File: src/verilog/ttl_cfg.svh
`ifndef TTL_CFG_SVH
`define TTL_CFG_SVH

// Register addresses
`define TTL_ADDR_INT_STATUS2 8'h42
`define TTL_ADDR_INT_MASK2 8'h75
`define TTL_ADDR_DURATION 8'h79
`define TTL_ADDR_LIMIT 8'h7a
`define TTL_ADDR_PULSES 8'h7b

// Field positions
`define TTL_FOURTH_BIT 5
`define TTL_FIRST_FAN_PULSE_SELECT_LSB 0
`define TTL_SECOND_FAN_PULSE_SELECT_LSB 2
`define TTL_THIRD_FAN_PULSE_SELECT_LSB 4
`define TTL_FOURTH_FAN_PULSE_SELECT_LSB 6

// Reset values
`define TTL_LIMIT_RESET 8'h00
`define TTL_PULSES_RESET 8'h55

// Timing
`define TTL_CLK_MHZ 100
`define TTL_STEP_TIME_MS 22.76
`define TTL_REPORT_TIME_MS 45.52
`define TTL_STEP_CYCLES (int'(`TTL_STEP_TIME_MS * 1.0e3 * `TTL_CLK_MHZ))
`define TTL_REPORT_MIN_STEPS (int'(`TTL_REPORT_TIME_MS / `TTL_STEP_TIME_MS))

`endif

File: src/verilog/ttl_pkg.sv
`default_nettype none
package ttl_pkg;
   typedef enum logic [0:0] {
      TTL_IDLE = 1'h0,
      TTL_ASSERTED = 1'h1
   } ttl_state_t;

   typedef logic [7:0] ttl_byte_t;
endpackage
`default_nettype wire

File: src/verilog/ttl_step_div.sv
`timescale 1ns/1ns
`default_nettype none
`include "ttl_cfg.svh"

module ttl_step_div #(
   parameter int unsigned STEP_CYCLES = `TTL_STEP_CYCLES
) (
   input wire logic clk,
   input wire logic rst,
   input wire logic run,
   output logic tick
);
   localparam int unsigned W = $clog2(STEP_CYCLES);

   logic [W-1:0] cnt_reg;
   logic [W-1:0] cnt_next;
   logic tick_reg;
   logic tick_next;

   if (STEP_CYCLES < 2) begin : g_chk
      $error("STEP_CYCLES must be at least 2");
   end

   // Restarts on every new assertion so steps align to its start
   always_comb begin
      cnt_next = cnt_reg;
      tick_next = 1'b0;
      if (!run) begin
         cnt_next = '0;
      end else if (cnt_reg == W'(STEP_CYCLES - 1)) begin
         cnt_next = '0;
         tick_next = 1'b1;
      end else begin
         cnt_next = cnt_reg + W'(1);
      end
   end

   always_ff @(posedge clk) begin
      if (rst) begin
         cnt_reg <= '0;
         tick_reg <= 1'b0;
      end else begin
         cnt_reg <= cnt_next;
         tick_reg <= tick_next;
      end
   end

   assign tick = tick_reg;

   property tick_single_p;
      @(posedge clk) disable iff (rst) tick |=> !tick;
   endproperty
   tick_single_a: assert property (tick_single_p)
      else $error("step tick lasted more than one cycle");
endmodule

`default_nettype wire

File: src/verilog/ttl_regs.sv
`timescale 1ns/1ns
`default_nettype none
`include "ttl_cfg.svh"

// Notes on behaviour
// - The limit register is an 8-bit value that software reads and writes.
// - One limit step equals 22.76 ms, so limits span 45.52 ms to 5.80 s.
// - When the measured assertion time passes the limit, bit 5 of status register 0x42 is set.
// - A limit of zero sets the flag at once when the thermal input becomes asserted.
// - Pulse-count bits 1:0 pick 1 to 4 pulses per measurement for the first fan.
// - Pulse-count bits 3:2 pick 1 to 4 pulses per measurement for the second fan.
// - Pulse-count bits 5:4 pick 1 to 4 pulses per measurement for the third fan.
// - Pulse-count bits 7:6 pick 1 to 4 pulses per measurement for the fourth fan.
// - The pulse-count register resets to 0x55, two pulses for every fan.
// - The limit register resets to zero.
// - A read-only timer measures assertion time, its bits 7:1 reading zero below 45.52 ms.
// - With the fourth tach pin used as thermal input, mask bit 5 of 0x75 silences the alert.
module ttl_regs #(
   parameter int unsigned STEP_CYCLES = `TTL_STEP_CYCLES
) (
   input wire logic CLK,
   input wire logic RST,
   input wire logic [7:0] REG_ADDR,
   input wire logic REG_WR,
   input wire logic [7:0] REG_WDATA,
   input wire logic REG_RD,
   output logic [7:0] REG_RDATA,
   output logic REG_RVALID,
   input wire logic THERMAL_EVENT_PIN_N,
   input wire logic FOURTH_TACH_IS_THERMAL,
   output logic [7:0] ASSERT_TIME_LIMIT_VALUE,
   output logic [7:0] ASSERT_DURATION_COUNT,
   output logic [1:0] FIRST_FAN_PULSE_SELECT,
   output logic [1:0] SECOND_FAN_PULSE_SELECT,
   output logic [1:0] THIRD_FAN_PULSE_SELECT,
   output logic [1:0] FOURTH_FAN_PULSE_SELECT,
   output logic [2:0] FIRST_FAN_PULSES,
   output logic [2:0] SECOND_FAN_PULSES,
   output logic [2:0] THIRD_FAN_PULSES,
   output logic [2:0] FOURTH_FAN_PULSES,
   output logic FOURTH_TACH_OR_TIMER_FLAG,
   output logic TIMER_LIMIT_ALERT
);
   localparam logic [7:0] MIN_STEPS = 8'(`TTL_REPORT_MIN_STEPS);

   // Reported reading: steps only once the shortest reportable time is reached
   function automatic logic [7:0] ttl_reading(input logic [7:0] steps, input logic asrt);
      if (steps >= MIN_STEPS) begin
         return steps;
      end
      return {7'h00, asrt};
   endfunction

   // Pulses counted for a two-bit select: 00 -> 1 ... 11 -> 4
   function automatic logic [2:0] ttl_pulses(input logic [1:0] sel);
      return {1'b0, sel} + 3'h1;
   endfunction

   logic sync1_reg;
   logic sync2_reg;
   ttl_pkg::ttl_state_t state_reg;
   ttl_pkg::ttl_state_t state_next;
   ttl_pkg::ttl_byte_t limit_reg;
   ttl_pkg::ttl_byte_t limit_next;
   ttl_pkg::ttl_byte_t pulses_reg;
   ttl_pkg::ttl_byte_t pulses_next;
   ttl_pkg::ttl_byte_t steps_reg;
   ttl_pkg::ttl_byte_t steps_next;
   logic asrt_reg;
   logic asrt_next;
   logic flag_reg;
   logic flag_next;
   logic mask_reg;
   logic mask_next;
   logic alert_reg;
   logic alert_next;
   ttl_pkg::ttl_byte_t rdata_reg;
   ttl_pkg::ttl_byte_t rdata_next;
   logic rvalid_reg;
   logic rvalid_next;

   logic asserted;
   logic starting;
   logic tick;
   logic rd_duration;
   logic rd_status;
   logic flag_set;
   ttl_pkg::ttl_byte_t reading_next;

   // Pin crosses in through two flops; only sync2 is looked at
   always_ff @(posedge CLK) begin
      if (RST) begin
         sync1_reg <= 1'b1;
         sync2_reg <= 1'b1;
      end else begin
         sync1_reg <= THERMAL_EVENT_PIN_N;
         sync2_reg <= sync1_reg;
      end
   end

   assign asserted = ~sync2_reg;
   assign starting = asserted && (state_reg == ttl_pkg::TTL_IDLE);
   assign rd_duration = REG_RD && (REG_ADDR == `TTL_ADDR_DURATION);
   assign rd_status = REG_RD && (REG_ADDR == `TTL_ADDR_INT_STATUS2);

   ttl_step_div #(
      .STEP_CYCLES(STEP_CYCLES)
   ) u_step_div (
      .clk(CLK),
      .rst(RST),
      .run(state_reg == ttl_pkg::TTL_ASSERTED),
      .tick(tick)
   );

   // Assertion tracking
   always_comb begin
      state_next = state_reg;
      case (state_reg)
         ttl_pkg::TTL_IDLE: begin
            if (asserted) begin
               state_next = ttl_pkg::TTL_ASSERTED;
            end
         end
         ttl_pkg::TTL_ASSERTED: begin
            if (!asserted) begin
               state_next = ttl_pkg::TTL_IDLE;
            end
         end
         default: begin
            state_next = ttl_pkg::TTL_IDLE;
         end
      endcase
   end

   // Duration timer, limit flag and alert
   always_comb begin
      steps_next = steps_reg;
      asrt_next = asrt_reg;
      if (rd_duration) begin
         steps_next = 8'h00;
         asrt_next = 1'b0;
      end
      if (tick && (state_reg == ttl_pkg::TTL_ASSERTED) && (steps_reg != 8'hff)) begin
         steps_next = steps_next + 8'h01;
      end
      if (asserted) begin
         asrt_next = 1'b1;
      end
      reading_next = ttl_reading(steps_next, asrt_next);
      flag_set = 1'b0;
      if (starting && (limit_reg == 8'h00)) begin
         flag_set = 1'b1;
      end
      if (tick && (state_reg == ttl_pkg::TTL_ASSERTED) && (limit_reg != 8'h00) && (reading_next > limit_reg)) begin
         flag_set = 1'b1;
      end
      flag_next = flag_reg;
      if (rd_status) begin
         flag_next = 1'b0;
      end
      if (flag_set) begin
         flag_next = 1'b1;
      end
      alert_next = flag_next && !(FOURTH_TACH_IS_THERMAL && mask_next);
   end

   // Register writes and reads
   always_comb begin
      limit_next = limit_reg;
      pulses_next = pulses_reg;
      mask_next = mask_reg;
      if (REG_WR) begin
         case (REG_ADDR)
            `TTL_ADDR_LIMIT: begin
               limit_next = REG_WDATA;
            end
            `TTL_ADDR_PULSES: begin
               pulses_next = REG_WDATA;
            end
            `TTL_ADDR_INT_MASK2: begin
               mask_next = REG_WDATA[`TTL_FOURTH_BIT];
            end
            default: begin
               limit_next = limit_reg;
            end
         endcase
      end
      rvalid_next = REG_RD;
      rdata_next = rdata_reg;
      if (REG_RD) begin
         rdata_next = 8'h00;
         case (REG_ADDR)
            `TTL_ADDR_LIMIT: begin
               rdata_next = limit_reg;
            end
            `TTL_ADDR_PULSES: begin
               rdata_next = pulses_reg;
            end
            `TTL_ADDR_DURATION: begin
               rdata_next = ttl_reading(steps_reg, asrt_reg);
            end
            `TTL_ADDR_INT_STATUS2: begin
               rdata_next[`TTL_FOURTH_BIT] = flag_reg;
            end
            `TTL_ADDR_INT_MASK2: begin
               rdata_next[`TTL_FOURTH_BIT] = mask_reg;
            end
            default: begin
               rdata_next = 8'h00;
            end
         endcase
      end
   end

   always_ff @(posedge CLK) begin
      if (RST) begin
         state_reg <= ttl_pkg::TTL_IDLE;
         limit_reg <= `TTL_LIMIT_RESET;
         pulses_reg <= `TTL_PULSES_RESET;
         steps_reg <= 8'h00;
         asrt_reg <= 1'b0;
         flag_reg <= 1'b0;
         mask_reg <= 1'b0;
         alert_reg <= 1'b0;
         rdata_reg <= 8'h00;
         rvalid_reg <= 1'b0;
      end else begin
         state_reg <= state_next;
         limit_reg <= limit_next;
         pulses_reg <= pulses_next;
         steps_reg <= steps_next;
         asrt_reg <= asrt_next;
         flag_reg <= flag_next;
         mask_reg <= mask_next;
         alert_reg <= alert_next;
         rdata_reg <= rdata_next;
         rvalid_reg <= rvalid_next;
      end
   end

   assign REG_RDATA = rdata_reg;
   assign REG_RVALID = rvalid_reg;
   assign ASSERT_TIME_LIMIT_VALUE = limit_reg;
   assign ASSERT_DURATION_COUNT = ttl_reading(steps_reg, asrt_reg);
   assign FIRST_FAN_PULSE_SELECT = pulses_reg[`TTL_FIRST_FAN_PULSE_SELECT_LSB +: 2];
   assign SECOND_FAN_PULSE_SELECT = pulses_reg[`TTL_SECOND_FAN_PULSE_SELECT_LSB +: 2];
   assign THIRD_FAN_PULSE_SELECT = pulses_reg[`TTL_THIRD_FAN_PULSE_SELECT_LSB +: 2];
   assign FOURTH_FAN_PULSE_SELECT = pulses_reg[`TTL_FOURTH_FAN_PULSE_SELECT_LSB +: 2];
   assign FIRST_FAN_PULSES = ttl_pulses(FIRST_FAN_PULSE_SELECT);
   assign SECOND_FAN_PULSES = ttl_pulses(SECOND_FAN_PULSE_SELECT);
   assign THIRD_FAN_PULSES = ttl_pulses(THIRD_FAN_PULSE_SELECT);
   assign FOURTH_FAN_PULSES = ttl_pulses(FOURTH_FAN_PULSE_SELECT);
   assign FOURTH_TACH_OR_TIMER_FLAG = flag_reg;
   assign TIMER_LIMIT_ALERT = alert_reg;

   limit_reset_a: assert property (
      @(posedge CLK) RST |=> (ASSERT_TIME_LIMIT_VALUE == 8'h00))
      else $error("limit not cleared by reset");

   pulses_reset_a: assert property (
      @(posedge CLK) RST |=> (FIRST_FAN_PULSES == 3'h2) && (FOURTH_FAN_PULSES == 3'h2)
         && (SECOND_FAN_PULSE_SELECT == 2'h1) && (THIRD_FAN_PULSE_SELECT == 2'h1))
      else $error("pulse select not preset to two pulses");

   limit_write_a: assert property (
      @(posedge CLK) disable iff (RST)
      (REG_WR && REG_ADDR == `TTL_ADDR_LIMIT)
         |=> (ASSERT_TIME_LIMIT_VALUE == $past(REG_WDATA)))
      else $error("limit differs from written value");

   pulse_fields_a: assert property (
      @(posedge CLK) disable iff (RST)
      (REG_WR && REG_ADDR == `TTL_ADDR_PULSES && REG_WDATA == 8'he4)
         |=> (FIRST_FAN_PULSES == 3'h1) && (SECOND_FAN_PULSES == 3'h2)
         && (THIRD_FAN_PULSES == 3'h3) && (FOURTH_FAN_PULSES == 3'h4))
      else $error("fan pulse fields decoded wrongly");

   zero_limit_a: assert property (
      @(posedge CLK) disable iff (RST)
      (starting && ASSERT_TIME_LIMIT_VALUE == 8'h00) |=> FOURTH_TACH_OR_TIMER_FLAG)
      else $error("zero limit did not flag at assertion");

   exceed_flag_a: assert property (
      @(posedge CLK) disable iff (RST)
      (tick && state_reg == ttl_pkg::TTL_ASSERTED && limit_reg != 8'h00 && reading_next > limit_reg)
         |=> FOURTH_TACH_OR_TIMER_FLAG)
      else $error("flag missing in step that exceeded limit");

   flag_cause_a: assert property (
      @(posedge CLK) disable iff (RST)
      $rose(FOURTH_TACH_OR_TIMER_FLAG) |-> ($past(starting) && ($past(limit_reg) == 8'h00))
         || ($past(tick) && ($past(limit_reg) != 8'h00) && ($past(reading_next) > $past(limit_reg))))
      else $error("flag rose without exceeding limit");

   short_time_a: assert property (
      @(posedge CLK) disable iff (RST)
      (steps_reg < MIN_STEPS) |-> (ASSERT_DURATION_COUNT[7:1] == 7'h00))
      else $error("timer upper bits nonzero below shortest time");

   alert_mask_a: assert property (
      @(posedge CLK) disable iff (RST)
      TIMER_LIMIT_ALERT |-> $past(flag_next) && !($past(FOURTH_TACH_IS_THERMAL) && $past(mask_next)))
      else $error("alert not gated by fourth tach mask");
endmodule

`default_nettype wire

File: config.mk
export PLATFORM = sky130hd
export DESIGN_NAME = ttl_regs
export DESIGN_NICKNAME = d
export VERILOG_FILES = /design/src/verilog/ttl_pkg.sv /design/src/verilog/ttl_step_div.sv /design/src/verilog/ttl_regs.sv
export VERILOG_INCLUDE_DIRS = /design/src /design/src/verilog
export SDC_FILE = /design/constraint.sdc
export NUM_CORES = 1
export LEC_CHECK = 0
export ABC_AREA = 1
export BUFFER_PORTS_ARGS = -buffer_cell sky130_fd_sc_hd__buf_2
export CAP_MARGIN = 30
export CORE_AREA = 2 2 65 114
export DETAILED_ROUTE_END_ITERATION = 7
export DIE_AREA = 0 0 67 116
export PLACE_DENSITY = 0.81
export RECOVER_POWER = 25
export SYNTH_ARGS = -nofsm -noshare
export SYNTH_HDL_FRONTEND = slang
export SYNTH_SLANG_ARGS = --single-unit
export TNS_END_PERCENT = 20
File: constraint.sdc
create_clock -name CLK -period 2.2 [get_ports CLK]
set_clock_uncertainty 0.15 [all_clocks]
set_input_delay 0.22 -clock CLK [delete_from_list [all_inputs] [get_ports CLK]]
set_output_delay 0.22 -clock CLK [all_outputs]
set_load 0.03 [all_outputs]
==> impl_metrics.yaml <==
status:
  status: "finished, violations left"
  failed_checks: "negative setup slack"
sta:
  finalSetupViolCount: 2
  fmax_mhz: 418
  relSlewSlack_pct: 70.1
  fin_crit_sh_pct: 109
  setup_ws_ns: -0.194
  rsz0062_at_grt: "yes"
  worst_pin_slew_ns: 0.444
  drv_slew: 0
  min_period_ns: 2.39
  whs_ns: 0.00147
  hold_viol: 0
final_layout:
  drive_gt1_share_pct: 26.3
  largest_reg_flops: 22
  area_growth_pct: 32.1
  fin_nets: 605
  instances_no_fill: 659
  final_util_pct: 63.8
  antenna_cells: 0
worst_setup_path:
  reg2reg_depth: 20
  r2r_start: "steps_reg[6]"
  crit_fanout: 3
  reg2reg_to: "FOURTH_TACH_OR_TIMER_FLAG"
  rrSetupSlack_ns: -0.19
  endpoint_kind: "register"
  critPathLaunchType: "register"
  cp.required_ns: 2.28
  cp.arrival_ns: 2.47
  worstSetupPathType: "register to register"
clocking:
  cts_tree: "built"
  clk_latency_ns: 0.34
  cts_buffer_depth: 2
  cts_root_buf: "clkbuf_16"
  htree_levels: 3
  cts.sinks: 63
  post_cts_buffers: 0
  cts_buffers: 9
  clkTransAtPathRegs_ns: 0.05
synthesis:
  synth_edf_count: 0
  synthDistinctLibCells: 38
  synthFlopType: "dfxtp_1"
  synth_fp_nets: 496
  synth_top_area_share_pct: 38.4
  syn-cell-area_um2: 3290
  ys_ff_latch: 63
  synth.avg_cell_area_um2: 7.13
  synth_seq_area_share_pct: 38.4
  synth_area_leaders: "dfxtp_1 38%, nand2_1 9.3%, inv_1 8.0%"
  syn_inst: 461
  synthArstFlopShare_pct: 0
  yosys_warnings: 0
  yosysTopAreaCell: "dfxtp_1"
floorplanning:
  die_area_um2: 7770
  io-pin-count: 69
  fp.dieW_um: 67
  start_util_pct: 48.3
  fp-row-count: 40
  die_h_um: 116
  fp.coreArea_um2: 6810
grt:
  grt_start_max_net_pins: 26
  grt_pass1_vias: 3383
  gr-usage-all-layers_pct: 26.7
  grt_pass1_wl_um: 15400
  overflow: 0
  antenna_found_initial: 0
routing:
  num_vias: 3509
  drtPass1Iterations: 4
  wl_met3_um: 427
  drt_iter0_drc: 234
  m1WireLength_um: 3520
  vias_per_cell: 5.32
  dr.max_layer_used: "met4"
  wl_per_cell_um: 14.8
  ant_nets: 0
  drc_errors: 0
  wirelength_um: 9780
  routed-wl-met2_um: 5240
power:
  total_leakage_power_nw: 1.93
  power_density_nw_per_um2: 595
  clockPowerShare_pct: 50.4
  power_frac_comb_pct: 4.8
  pwr-share-seq_pct: 44.8
  p_switching_uw: 562
  ir_drop_mv: 0.643
  p_int_mw: 2.02
  power_mw: 2.58
  swShare_pct: 21.8
worst_hold_path:
  min_path_cells: 3
  hold_end: "pulses_reg[3]"
  min_from: "REG_WDATA[3]"
  min_path_type: "primary input to register"
place:
  dp_hpwl_um: 7680
  place_congestion: 0.965
  dp_cells: 638
  portBuffers: 68
run:
  maxCapViolCount: 0
-- timing repair --
action	4_1_cts	5_1_grt
resized for setup	17	3
setup endpoints to repair	2	3
pin swaps	11	5
endpoints found under the hold margin	7	0
hold buffers	5	0
-- metal layers --
metal  vias to the layer above  track usage [%]
met5                         -                0
met3                        50             5.05
met1                      1623             26.8
met4                         0             17.6
met2                       117             48.2
li1                       1719                -
-- synthesized netlist by cell type, types with 7 or more instances --
| cell | instances |
|---|---|
| dfxtp_1 | 63 |
| nand4_1 | 9 |
| nor2_1 | 59 |
| a211oi_1 | 11 |
| nand2_1 | 81 |
| ha_1 | 13 |
| o21ai_0 | 19 |
| a21oi_1 | 28 |
| inv_1 | 70 |
| nand2_2 | 7 |
| nor3_1 | 15 |
| nand3_1 | 19 |
| clkbuf_1 | 10 |
-- worst max-delay path: stages (launching register included) --
cell and delay [ns]:
dfxtp_1 0.30, nand2_1 0.06, inv_1 0.06, buf_4 0.14
a31oi_4 0.19, nand3_2 0.12, a21oi_4 0.19, nor2_4 0.06
nand2_1 0.07, nand2_1 0.05, nand2_1 0.06, ha_2 0.15
inv_1 0.03, a21oi_1 0.12, o21ai_1 0.08, nand2_1 0.06
o211ai_1 0.08, nand3_1 0.09, nand3_1 0.08, nand2_2 0.08
inv_1 0.04
-- cell families (layout without fill, tap and decap cells) --
logic type      count (synthesis)  count (layout)  synth area share, %
buf+inv                        88             202                 10.7
fa+ha+maj                      13              13                 4.95
flops                          63              63                 38.4
simple gates                  216             216                 31.0
xor+xnor                        5               5                 1.33
compound gates                 76              76                 13.6
-- power by group through the flow --
stage	combinational, mW	sequential (mW)	clock [mW]
after global routing	0.137	1.15	1.37
after floorplan	0.0496	1.19	0
final	0.124	1.16	1.30
after CTS	0.124	1.16	1.32
after global placement	0.114	1.18	0
after detailed placement	0.116	1.18	0
-- area by class of cell --
cell class / count / area [µm²]
clock inverter: 3 / 17.5
tap: 84 / 105
multi-input combinational: 310 / 1750
sequential: 63 / 1270
fill: 650 / 2460
clock buffer: 13 / 260
timing repair buffer: 114 / 677
inverter: 72 / 270
-- placed cells by master, fill, tap and decap left out, drive strengths merged, types with 3 or more instances in the layout --
cell / n
nor3: 15
dfxtp: 63
buf: 92
inv: 71
nor4: 8
dlygate4sd3: 5
clkinv: 3
nand2: 88
a211oi: 11
nor2: 65
nand4: 9
a21oi: 29
nand3: 21
xor2: 5
o211ai: 3
or2: 4
ha: 13
nor3b: 5
o22ai: 5
clkbuf: 30
o21ai: 22
-- how the worst max path moves through the flow --
stage | startpoint | to | slack [ns] | cells past startpoint
after floorplan | steps_reg[2] | TIMER_LIMIT_ALERT | 0.002 | 23
final | steps_reg[6] | FOURTH_TACH_OR_TIMER_FLAG | -0.19 | 20
after global routing | steps_reg[4] | TIMER_LIMIT_ALERT | -0.39 | 23
after global placement | REG_ADDR[2] | TIMER_LIMIT_ALERT | -0.25 | 23
after detailed placement | REG_ADDR[2] | TIMER_LIMIT_ALERT | -0.34 | 23
after CTS | steps_reg[3] | TIMER_LIMIT_ALERT | -0.16 | 23
-- stage by stage --
step           setup TNS, ns  area [µm²]  worst slack, ns
3_5_place_dp          -0.646        3960           -0.341
3_3_place_gp          -0.462        3960           -0.246
6_report              -0.386        4340           -0.194
2_1_floorplan              0        3290          0.00217
5_1_grt               -0.768        4340           -0.390
4_1_cts               -0.305        4350           -0.163
Power figures use the tool's default switching activity.
